`src/logic/rc_pkg.sv`:
```
// constants, types and register map of the range compressor configuration bank
package rc_pkg;
    typedef logic signed [11:0] rc_qdb_t;   // level in quarter-dB steps
    typedef logic [15:0]        rc_addr_t;
    typedef logic [31:0]        rc_word_t;

    // register byte addresses
    localparam rc_addr_t RC_OFS_OPTIONS = 16'hAB04;
    localparam rc_addr_t RC_OFS_GATE    = 16'hAB08;
    localparam rc_addr_t RC_OFS_KNEES   = 16'hAB0C;
    localparam rc_addr_t RC_OFS_STATUS  = 16'hAB10;

    // implemented bits and values after reset
    localparam rc_word_t RC_MASK_OPTIONS  = 32'h0000FFF8;
    localparam rc_word_t RC_MASK_GATE     = 32'h0000FFFF;
    localparam rc_word_t RC_MASK_KNEES    = 32'h1F1F3F1F;
    localparam rc_word_t RC_RST_OPTIONS   = 32'h00000018;
    localparam rc_word_t RC_RST_GATE      = 32'h00000018;
    localparam rc_word_t RC_RST_KNEES     = 32'h00000000;

    // field positions
    localparam int RC_B_RMS_LO  = 11;
    localparam int RC_B_PEAK_LO = 9;
    localparam int RC_B_GATE_EN = 8;
    localparam int RC_B_MODE    = 7;
    localparam int RC_B_DET_EN  = 6;
    localparam int RC_B_K2O_EN  = 5;
    localparam int RC_B_FR_EN   = 4;
    localparam int RC_B_CLIP_EN = 3;
    localparam int RC_B_FLOOR_LO = 12;
    localparam int RC_B_EXP_LO   = 10;
    localparam int RC_B_FRT_LO   = 8;
    localparam int RC_B_FRD_LO   = 6;
    localparam int RC_B_UPPER_LO = 3;
    localparam int RC_B_LOWER_LO = 0;
    localparam int RC_B_K2I_LO = 24;
    localparam int RC_B_K2O_LO = 16;
    localparam int RC_B_K1I_LO = 8;
    localparam int RC_B_K1O_LO = 0;

    // decode bases and steps, quarter-dB
    localparam rc_qdb_t RC_Q_RMS_BASE   = -12'sd120;
    localparam rc_qdb_t RC_Q_K2I_BASE   = -12'sd144;
    localparam rc_qdb_t RC_Q_FLOOR_BASE = -12'sd144;
    localparam rc_qdb_t RC_Q_PEAK_BASE  = 12'sd48;
    localparam rc_qdb_t RC_Q_ZERO       = 12'sd0;
    localparam rc_qdb_t RC_Q_STEP_6DB   = 12'sd24;
    localparam rc_qdb_t RC_Q_STEP_1P5   = -12'sd6;
    localparam rc_qdb_t RC_Q_STEP_0P75  = -12'sd3;
    localparam logic [5:0] RC_K1I_MAX   = 6'h3C;
    localparam logic [4:0] RC_K1O_MAX   = 5'h1E;
    localparam logic [3:0] RC_FLOOR_MAX = 4'hC;

    // fast release decay times, microseconds per 6 dB
    localparam logic [12:0] RC_US_DCY0 = 13'h02D5;
    localparam logic [12:0] RC_US_DCY1 = 13'h05AA;
    localparam logic [12:0] RC_US_DCY2 = 13'h16A8;

    // decoded configuration seen by the audio datapath; slopes in 1/16 units
    typedef struct packed {
        logic        detect_mode_select;
        logic        detect_enable;
        logic        gate_enable;
        logic        gate_knee_out_enable;
        logic        fast_release_enable;
        logic        clip_guard_enable;
        rc_qdb_t     detect_peak_threshold;
        rc_qdb_t     detect_rms_threshold;
        rc_qdb_t     gate_floor_gain;
        logic        gate_floor_apply;
        logic [3:0]  gate_expansion_slope;
        rc_qdb_t     fast_release_threshold;
        logic [12:0] fast_release_decay;
        logic [4:0]  upper_compress_slope;
        logic [4:0]  lower_compress_slope;
        rc_qdb_t     gate_knee_in_level;
        logic        gate_knee_in_active;
        rc_qdb_t     gate_knee_out_level;
        rc_qdb_t     compress_knee_in_level;
        rc_qdb_t     compress_knee_out_level;
        logic        reserved_code;
    } rc_cfg_s;
endpackage

```
`src/logic/rc_config_regs.sv`:
```
// apb register bank and field decoders of the range compressor channel
// Functional notes
// bit 7 picks peak (0) or rms (1) detection, bit 6 enables; both reset 0
// knee-2 output level in 20:16 used only while bit 5 is set
// knee-2 output level: -30 dB at 0, -1.5 dB per code, reset 0
// knee-2 input 28:24: -36 dB, -1.5 dB steps, only with gate enabled
// knee-1 input 13:8: 0 dB, -0.75 dB steps to 0x3C, above reserved
// knee-1 output 4:0: 0 dB, -0.75 dB steps to 0x1E, 0x1F reserved
// gate floor gain 15:12: -36 dB plus 6 dB per code, applied while gate active
// gate expansion slope 11:10 gives 1, 2, 4 or 8
// fast release enable bit 4 resets 1; threshold 9:8 gives 12 to 30 dB
// fast release decay 7:6: 0.725, 1.45, 5.8 ms; code 3 reserved
// upper slope 5:3: 1, 1/2, 1/4, 1/8, 1/16, 0; reset 011
// lower slope 2:0: 1, 1/2, 1/4, 0 at 100; others reserved
// peak mode flags detection when crest factor exceeds the chosen threshold
// software must not write reserved codes; they are only flagged here
`timescale 1ns/10ps
module rc_config_regs
    import rc_pkg::*;
(
    input  wire logic       i_sys_clk,
    input  wire logic       i_rst,
    input  wire logic       i_psel,
    input  wire logic       i_penable,
    input  wire logic       i_pwrite,
    input  wire rc_addr_t   i_paddr,
    input  wire rc_word_t   i_pwdata,
    input  wire logic [3:0] i_pstrb,
    input  wire logic       i_level_valid,
    input  wire rc_qdb_t    i_crest_level,
    input  wire rc_qdb_t    i_rms_level,
    input  wire logic       i_gate_active,
    output rc_word_t        o_prdata,
    output logic            o_pready,
    output logic            o_pslverr,
    output rc_cfg_s         o_cfg,
    output logic            o_signal_detect
);

    rc_word_t options_reg;
    rc_word_t gate_reg;
    rc_word_t knees_reg;
    rc_word_t prdata_next;
    rc_word_t status_word;
    rc_word_t wmask;
    rc_cfg_s  cfg_next;
    logic     mapped;
    logic     setup;
    logic     access;
    logic     wr_options;
    logic     wr_gate;
    logic     wr_knees;
    logic     wr_status;
    logic     status_clear;
    logic     peak_hit;
    logic     rms_hit;
    logic     det_next;
    logic     sticky_reserved_reg;

    // linear level decode: base plus step per code
    function automatic rc_qdb_t lin_qdb(input rc_qdb_t    base,
                                        input rc_qdb_t    step,
                                        input logic [5:0] code);
        rc_qdb_t c;
        c = rc_qdb_t'({6'h00, code});
        return rc_qdb_t'(base + step * c);
    endfunction

    // byte strobes widened to a bit mask
    function automatic rc_word_t strobe_mask(input logic [3:0] strb);
        rc_word_t m;
        m = '0;
        for (int i = 0; i < 4; i++) begin
            m[i*8 +: 8] = {8{strb[i]}};
        end
        return m;
    endfunction

    // write strobe of one register: access phase of a write to its address
    function automatic logic reg_hit(input logic acc, input logic wr,
                                     input rc_addr_t addr, input rc_addr_t ofs);
        return acc & wr & (addr == ofs);
    endfunction

    // byte-lane merge of write data, bits outside keep hold their value
    function automatic rc_word_t merge_bytes(input rc_word_t old_val,
                                             input rc_word_t new_val,
                                             input rc_word_t keep);
        return (old_val & ~keep) | (new_val & keep);
    endfunction

    // compressor slope code to 1/16 units, flags reserved codes
    function automatic logic [5:0] slope_dec(input logic [2:0] code,
                                             input logic       lower);
        logic [5:0] r;
        r = 6'h20;
        case (code)
            3'b000:  r = 6'h10;
            3'b001:  r = 6'h08;
            3'b010:  r = 6'h04;
            3'b011:  r = lower ? 6'h20 : 6'h02;
            3'b100:  r = lower ? 6'h00 : 6'h01;
            3'b101:  r = lower ? 6'h20 : 6'h00;
            default: r = 6'h20;
        endcase
        return r;
    endfunction

    // apb phase decode
    assign setup  = i_psel & ~i_penable;
    assign access = i_psel & i_penable & o_pready;

    // byte-lane write mask
    assign wmask  = strobe_mask(i_pstrb);

    // per-register write strobes at the access edge
    assign wr_options   = reg_hit(access, i_pwrite, i_paddr, RC_OFS_OPTIONS);
    assign wr_gate      = reg_hit(access, i_pwrite, i_paddr, RC_OFS_GATE);
    assign wr_knees     = reg_hit(access, i_pwrite, i_paddr, RC_OFS_KNEES);
    assign wr_status    = reg_hit(access, i_pwrite, i_paddr, RC_OFS_STATUS);
    assign status_clear = wr_status & i_pstrb[0] & i_pwdata[1];

    // status word: sticky reserved-code flag over live detect
    assign status_word = {30'h0, sticky_reserved_reg, o_signal_detect};

    // read mux and address map
    always_comb begin
        mapped      = 1'b1;
        prdata_next = '0;
        case (i_paddr)
            RC_OFS_OPTIONS: prdata_next = options_reg;
            RC_OFS_GATE:    prdata_next = gate_reg;
            RC_OFS_KNEES:   prdata_next = knees_reg;
            RC_OFS_STATUS:  prdata_next = status_word;
            default:        mapped      = 1'b0;
        endcase
    end

    // zero-wait answer: ready high in the access cycle, one cycle after setup
    always_ff @(posedge i_sys_clk) begin
        if (i_rst) begin
            o_pready <= 1'b0;
        end else begin
            o_pready <= setup;
        end
    end

    // error answer for an unmapped address, alongside ready
    always_ff @(posedge i_sys_clk) begin
        if (i_rst) begin
            o_pslverr <= 1'b0;
        end else begin
            o_pslverr <= setup & ~mapped;
        end
    end

    // read data captured in the setup cycle, held until the next read
    always_ff @(posedge i_sys_clk) begin
        if (i_rst) begin
            o_prdata <= '0;
        end else if (setup && !i_pwrite) begin
            o_prdata <= prdata_next;
        end
    end

    // detection options register, writes land at the access edge
    always_ff @(posedge i_sys_clk) begin
        if (i_rst) begin
            options_reg <= RC_RST_OPTIONS;
        end else if (wr_options) begin
            options_reg <= merge_bytes(options_reg, i_pwdata, wmask & RC_MASK_OPTIONS);
        end
    end

    // gate, release and slope register
    always_ff @(posedge i_sys_clk) begin
        if (i_rst) begin
            gate_reg <= RC_RST_GATE;
        end else if (wr_gate) begin
            gate_reg <= merge_bytes(gate_reg, i_pwdata, wmask & RC_MASK_GATE);
        end
    end

    // knee level register
    always_ff @(posedge i_sys_clk) begin
        if (i_rst) begin
            knees_reg <= RC_RST_KNEES;
        end else if (wr_knees) begin
            knees_reg <= merge_bytes(knees_reg, i_pwdata, wmask & RC_MASK_KNEES);
        end
    end

    // field decode into the datapath configuration
    always_comb begin
        logic [5:0] up;
        logic [5:0] lo;
        logic       rsv;
        up       = slope_dec(gate_reg[RC_B_UPPER_LO +: 3], 1'b0);
        lo       = slope_dec(gate_reg[RC_B_LOWER_LO +: 3], 1'b1);
        rsv      = up[5] | lo[5];
        cfg_next = '0;
        cfg_next.detect_mode_select   = options_reg[RC_B_MODE];
        cfg_next.detect_enable        = options_reg[RC_B_DET_EN];
        cfg_next.gate_enable          = options_reg[RC_B_GATE_EN];
        cfg_next.gate_knee_out_enable = options_reg[RC_B_K2O_EN];
        cfg_next.fast_release_enable  = options_reg[RC_B_FR_EN];
        cfg_next.clip_guard_enable    = options_reg[RC_B_CLIP_EN];
        cfg_next.detect_peak_threshold = lin_qdb(RC_Q_PEAK_BASE, RC_Q_STEP_6DB,
            {4'h0, options_reg[RC_B_PEAK_LO +: 2]});
        cfg_next.detect_rms_threshold = lin_qdb(RC_Q_RMS_BASE, RC_Q_STEP_1P5,
            {1'b0, options_reg[RC_B_RMS_LO +: 5]});
        // floor gain only while the gate is enabled and closing
        cfg_next.gate_floor_gain = lin_qdb(RC_Q_FLOOR_BASE, RC_Q_STEP_6DB,
            {2'b00, gate_reg[RC_B_FLOOR_LO +: 4]});
        cfg_next.gate_floor_apply = options_reg[RC_B_GATE_EN] & i_gate_active;
        if (gate_reg[RC_B_FLOOR_LO +: 4] > RC_FLOOR_MAX) begin
            rsv = 1'b1;
        end
        cfg_next.gate_expansion_slope = 4'h1 << gate_reg[RC_B_EXP_LO +: 2];
        cfg_next.fast_release_threshold = lin_qdb(RC_Q_PEAK_BASE, RC_Q_STEP_6DB,
            {4'h0, gate_reg[RC_B_FRT_LO +: 2]});
        case (gate_reg[RC_B_FRD_LO +: 2])
            2'b00:   cfg_next.fast_release_decay = RC_US_DCY0;
            2'b01:   cfg_next.fast_release_decay = RC_US_DCY1;
            2'b10:   cfg_next.fast_release_decay = RC_US_DCY2;
            default: begin
                cfg_next.fast_release_decay = RC_US_DCY2;
                rsv = 1'b1;
            end
        endcase
        cfg_next.upper_compress_slope = up[4:0];
        cfg_next.lower_compress_slope = lo[4:0];
        cfg_next.gate_knee_in_level = lin_qdb(RC_Q_K2I_BASE, RC_Q_STEP_1P5,
            {1'b0, knees_reg[RC_B_K2I_LO +: 5]});
        cfg_next.gate_knee_in_active = options_reg[RC_B_GATE_EN];
        // knee-2 output level reads as 0 dB while its enable is clear
        if (options_reg[RC_B_K2O_EN]) begin
            cfg_next.gate_knee_out_level = lin_qdb(RC_Q_RMS_BASE, RC_Q_STEP_1P5,
                {1'b0, knees_reg[RC_B_K2O_LO +: 5]});
        end else begin
            cfg_next.gate_knee_out_level = RC_Q_ZERO;
        end
        cfg_next.compress_knee_in_level = lin_qdb(RC_Q_ZERO, RC_Q_STEP_0P75,
            knees_reg[RC_B_K1I_LO +: 6]);
        if (knees_reg[RC_B_K1I_LO +: 6] > RC_K1I_MAX) begin
            rsv = 1'b1;
        end
        cfg_next.compress_knee_out_level = lin_qdb(RC_Q_ZERO, RC_Q_STEP_0P75,
            {1'b0, knees_reg[RC_B_K1O_LO +: 5]});
        if (knees_reg[RC_B_K1O_LO +: 5] > RC_K1O_MAX) begin
            rsv = 1'b1;
        end
        cfg_next.reserved_code = rsv;
    end

    // registered configuration output
    always_ff @(posedge i_sys_clk) begin
        if (i_rst) begin
            o_cfg <= '0;
        end else begin
            o_cfg <= cfg_next;
        end
    end

    // strict threshold comparisons of the current sample
    assign peak_hit = i_crest_level > cfg_next.detect_peak_threshold;
    assign rms_hit  = i_rms_level > cfg_next.detect_rms_threshold;

    // threshold comparison chosen by the mode bit
    always_comb begin
        det_next = o_signal_detect;
        if (!options_reg[RC_B_DET_EN]) begin
            det_next = 1'b0;
        end else if (i_level_valid) begin
            if (options_reg[RC_B_MODE]) begin
                det_next = rms_hit;
            end else begin
                det_next = peak_hit;
            end
        end
    end

    // registered detect level
    always_ff @(posedge i_sys_clk) begin
        if (i_rst) begin
            o_signal_detect <= 1'b0;
        end else begin
            o_signal_detect <= det_next;
        end
    end

    // sticky reserved-code flag, cleared by writing 1 to status bit 1; set wins
    always_ff @(posedge i_sys_clk) begin
        if (i_rst) begin
            sticky_reserved_reg <= 1'b0;
        end else if (cfg_next.reserved_code) begin
            sticky_reserved_reg <= 1'b1;
        end else if (status_clear) begin
            sticky_reserved_reg <= 1'b0;
        end
    end

endmodule

```
`config.mk`:
```
export PLATFORM = sky130hd
export DESIGN_NAME = rc_config_regs
export DESIGN_NICKNAME = d
export VERILOG_FILES = /design/src/logic/rc_pkg.sv /design/src/logic/rc_config_regs.sv
export SDC_FILE = /design/constraint.sdc
export NUM_CORES = 1
export LEC_CHECK = 0
export BUFFER_PORTS_ARGS = -buffer_cell sky130_fd_sc_hd__buf_2
export CAP_MARGIN = 30
export CORE_ASPECT_RATIO = 1.1
export CORE_MARGIN = 3
export CORE_UTILIZATION = 47
export CTS_CLUSTER_DIAMETER = 200
export DETAILED_ROUTE_END_ITERATION = 16
export GPL_TIMING_DRIVEN = 0
export PLACE_DENSITY_LB_ADDON = 0.3
export SYNTH_ARGS = -nofsm -noshare
export SYNTH_HDL_FRONTEND = slang
export SYNTH_SLANG_ARGS = --single-unit
```
`constraint.sdc`:
```
create_clock -name i_sys_clk -period 4.3 [get_ports i_sys_clk]
set_input_delay 0 -clock i_sys_clk [delete_from_list [all_inputs] [get_ports i_sys_clk]]
set_output_delay 0 -clock i_sys_clk [all_outputs]
set_load 0.05 [all_outputs]
```
Yosys cells after proc, flatten, opt, wreduce, memory -nomap -nowiden:

Index checks and enable logic that the tools add are counted.

* register bits: 262
* bits in latches: 0
* memory bits (writable): 0
* memory bits (read-only): 0
* input bits: 83
* output and inout bits: 167
* word-level logic and storage cells: 113
* memories kept: 0

* add/subtract/negate cells: 6
* $mul: 8
* divide/modulo/power cells: 0
* magnitude comparators: 5
* equal/unequal tests: 14
* shift-type cells: 1
* mux-type cells: 12
* bitwise logic cells: 29
* reductions and logical operators: 10

Operators by type and width (number)
* $pmux W32 S4: 1
* $and A32 B32 Y32: 3
* $or A32 B32 Y32: 3
* $and A32 B16 Y32: 2
* $eq A16 B16 Y1 const B: 4
* $not A16 Y32: 2
* $mul A3 B6 Y9 const A: 4
* $pmux W6 S6: 1
* $and A32 B29 Y32: 1
* $not A29 Y32: 1
* $pmux W13 S2: 1
* $pmux W6 S4: 1
* $add A8 B10 Y11 const A: 2
* $add A9 B10 Y11 const A: 2
* $add A6 B7 Y8 const A: 2
* $and A1 B1 Y1: 12
* $gt A12 B11 Y1: 1
* $gt A12 B9 Y1: 1
* $mul A3 B7 Y10 const A: 1
* $eq A3 B2 Y1 const B: 3
* $eq A3 B3 Y1 const B: 3
* $mul A2 B2 Y4 const A: 2
* $mux W1: 8
* $eq A3 B1 Y1 const B: 2
* other kinds (17): 22

Longest topological paths before layout:

* depth in word-level cells: 8
* depth in mapped cells: 16
* mapped depth without buffers: 16

Least setup slack after synthesis:

OpenSTA, ideal clock, no wires.

* path type: register to register
* start point: reg with a tool-made name
* end point: reg o_signal_detect
* setup time: 0.134 ns
* data arrival time: 3.806 ns
* required time: 4.166 ns
* path slack: 0.360 ns
* cell stages (with the launch flop): 17
* buffers on the path: 0
* period minus slack after synthesis: 3.940 ns
* cells stage by stage: dfxtp_1 inv_1 ha_1 ha_1 ha_1 a21o_1 a21oi_1 xor2_1 nand3_1 xor2_1 ha_1 nand2_1 or4_4 o21ai_0 nand2_1 a2111oi_0 a211oi_1

RTL lines
* end signal: assignment: line rc_config_regs.sv:288 `o_signal_detect <= det_next;`
* end: declaration: line rc_config_regs.sv:37 `output logic o_signal_detect`

==> qor.yml <==
status: "complete, no violations"
routed_wl_mm: 22.6
clock_latency_ns: 0.43
clockBufferDepth: 2
reg2reg_depth: 16
cts_sinks: 173
setup_ws_ns: 0.286
fin_nets: 1325
firstDrtPassIters: 7
hold_depth: 4
synth_cells: 855
finalSetupViolCount: 0
synth-seq-cells: 173
finalSetupTns_ns: 0
wl_per_cell_um: 16.2
overflow: 0
worst-setup-path-type: "reg2reg"
p_per_area_nw_per_um2: 333
dieArea_um2: 19000
die_x_um: 132
syn_to_final_growth_pct: 30.3
grt_max_degree: 17
p_leak_uw: 0.00520
rsz0062_at_grt: "false"
async_flop_share_pct: 0
num_vias: 7013
num_antenna_cells: 0
fin_crit_sh_pct: 93.3
cp_data_required_time_ns: 4.61
crit_slowest_cell: "or4_4"
antenna_found_initial: 1
irDropWorstVdd_v: 0.000279
crit_chain: "inv_1, ha_1, ha_1, ha_2, fa_2, xor2_4, nand3_2, nand3_1, xor2_1, ha_1, nand2_1, or4_4, o21ai_1, nand2_1, a2111oi_2, a211oi_1"
gp_congestion: 0.874
hold_path_class: "in2reg"
cts_buffers: 17
ys_warn_count: 0
num_rows: 49
ant_nets: 0
fmaxAchievable_mhz: 249
drtIter0Drc: 396
crit_top_cell: "ha_1"
grt_pass1_vias: 6906
cp-end-kind: "flop"
grt_use_total_pct: 23.6
drive_above_1_share_pct: 27.8
design_area_um2: 10700
clock_skew_ns: 0.00881
io_buffers: 213
cts-root-buf: "clkbuf_16"
cts-htree-levels: 4
synth.distinct_cells: 62
place_area_um2: 9640
hold_viol: 0
min_period_ns: 4.01
remaining_drc_errors: 0
cts_tree: "built"
startpoint_type: "flop"
vias_per_cell: 5.04
syn-cell-area_um2: 8180
grt_pass1_wl_mm: 35.3
path_clk_slew_ns: 0.06
synth_edf_count: 0
tightestPinTransition_ns: 0.813
drv_slew: 0
cp_data_arrival_time_ns: 4.32
synth_area_per_cell_um2: 9.57
layoutNonFillerInstCount: 1392
maxCapViolations: 0
yosysSeqAreaShare_pct: 42.3
cpPeakStageDelay_ns: 0.56
path_max_fanout: 3
pre_cts_ws_ns: -0.0264
io_pins: 250
detailed_place_hpwl_mm: 16.9
synthFlopType: "dfxtp_1"
initial_core_util_pct: 49.0
core_area_um2: 16700
max_slew_margin_pct: 45.8
die_y_um: 144
dp_cells: 1325
placed cells by master (no fill, tap or decap), drive strengths merged, types with 6 or more instances in the layout:
master,netlist,final
dlygate4sd3,0,32
o21ai,16,16
mux2i,45,45
a222oi,9,9
dfxtp,173,173
inv,56,56
a221oi,7,7
fa,6,6
nand2b,7,7
nor3,21,21
xnor2,12,12
a21o,11,11
a21oi,41,41
xor2,10,10
nor4b,8,8
ha,86,86
conb,1,29
nand2,44,44
buf,54,270
clkbuf,22,44
nor2,107,107
nand3,29,29
nor2b,26,26
worst max-delay path, delay by kind of cell, from the launching register on:
family | cells | cell delay, ns
xor gates and xnor gates | 2 | 0.40
DFF | 1 | 0.37
AOI/OAI and AO/OA | 3 | 0.59
adders and majority gates | 5 | 1.51
buffers and inverters | 1 | 0.10
and+or+nand+nor | 5 | 0.93
routing by layer:
metal	wire length, um	vias to the layer above	global-route usage (%)
li1	-	3455	-
met1	9200	3283	27.4
met2	11400	232	42.7
met3	1300	41	5.05
met4	619	2	9.51
met5	13	-	0
Yosys cell counts, types with 9 or more instances:
master,n,area [um2]
dfxtp_1,173,3460
buf_4,50,375
nand2_1,43,161
nor2b_1,26,163
nor3_1,21,105
nand3_1,25,125
mux2i_1,45,450
a222oi_1,9,90.1
clkbuf_1,22,82.6
inv_1,56,210
nor2_1,107,402
ha_1,86,1080
xor2_1,10,87.6
xnor2_1,12,105
a21o_1,11,82.6
a21oi_1,41,205
o21ai_0,16,80.1
path summary, 6_finish.rpt:
path,startpoint,slack (ns),end
worst max-delay path,flop,0.29,o_signal_detect
worst min-delay path,i_pstrb[2],0.02,flop
worst max register to register,flop,0.29,o_signal_detect
worst min register to register,o_prdata[9],0.45,o_prdata[9]
per-stage QoR:
step	hold slack (ns)	util [%]	power (uW)
2_1_floorplan	0.122	-	1870
3_3_place_gp	0.203	57.8	1960
3_5_place_dp	0.215	57.8	1970
4_1_cts	0.00730	63.4	3570
5_1_grt	0.0261	63.9	3660
6_report	0.0198	63.9	3550
kinds of logic (layout without fill, tap and decap cells):
kind of cell               Yosys count  count (layout)  synth area share [%]
and+or+nand+nor                    272             272                  16.9
adders and majority gates           93              93                  14.7
muxes                               45              45                  5.51
buffers and inverters              132             412                  8.49
DFF                                173             173                  42.3
xor gates and xnor gates            22              22                  2.36
AOI/OAI and AO/OA                  117             117                  9.62
other                                1              29                0.0458
where the power goes:
group	internal, uW	total [uW]	switching (uW)
combinational	103	331	228
clock	973	1590	620
sequential	1620	1630	6.18
layout make-up:
type                       instances  area (um2)
fill                            1453        6020
multi-input combinational        578        4190
sequential                       173        3460
timing repair buffer             248        1410
buffer                            76         484
clock buffer                      22         444
tap                              229         287
inverter                          56         210
clock inverter                    10         165
timing repair:
| item | CTS | global route |
|---|---|---|
| resized for setup | 1 | 12 |
| endpoints found under the hold margin | 55 | 0 |
| buffers inserted | 0 | 3 |
| hold buffers | 32 | 0 |
| endpoints found under the setup margin | 1 | 1 |
| pin swaps | 0 | 2 |
Note: power is estimated with default switching activity, not from simulation.
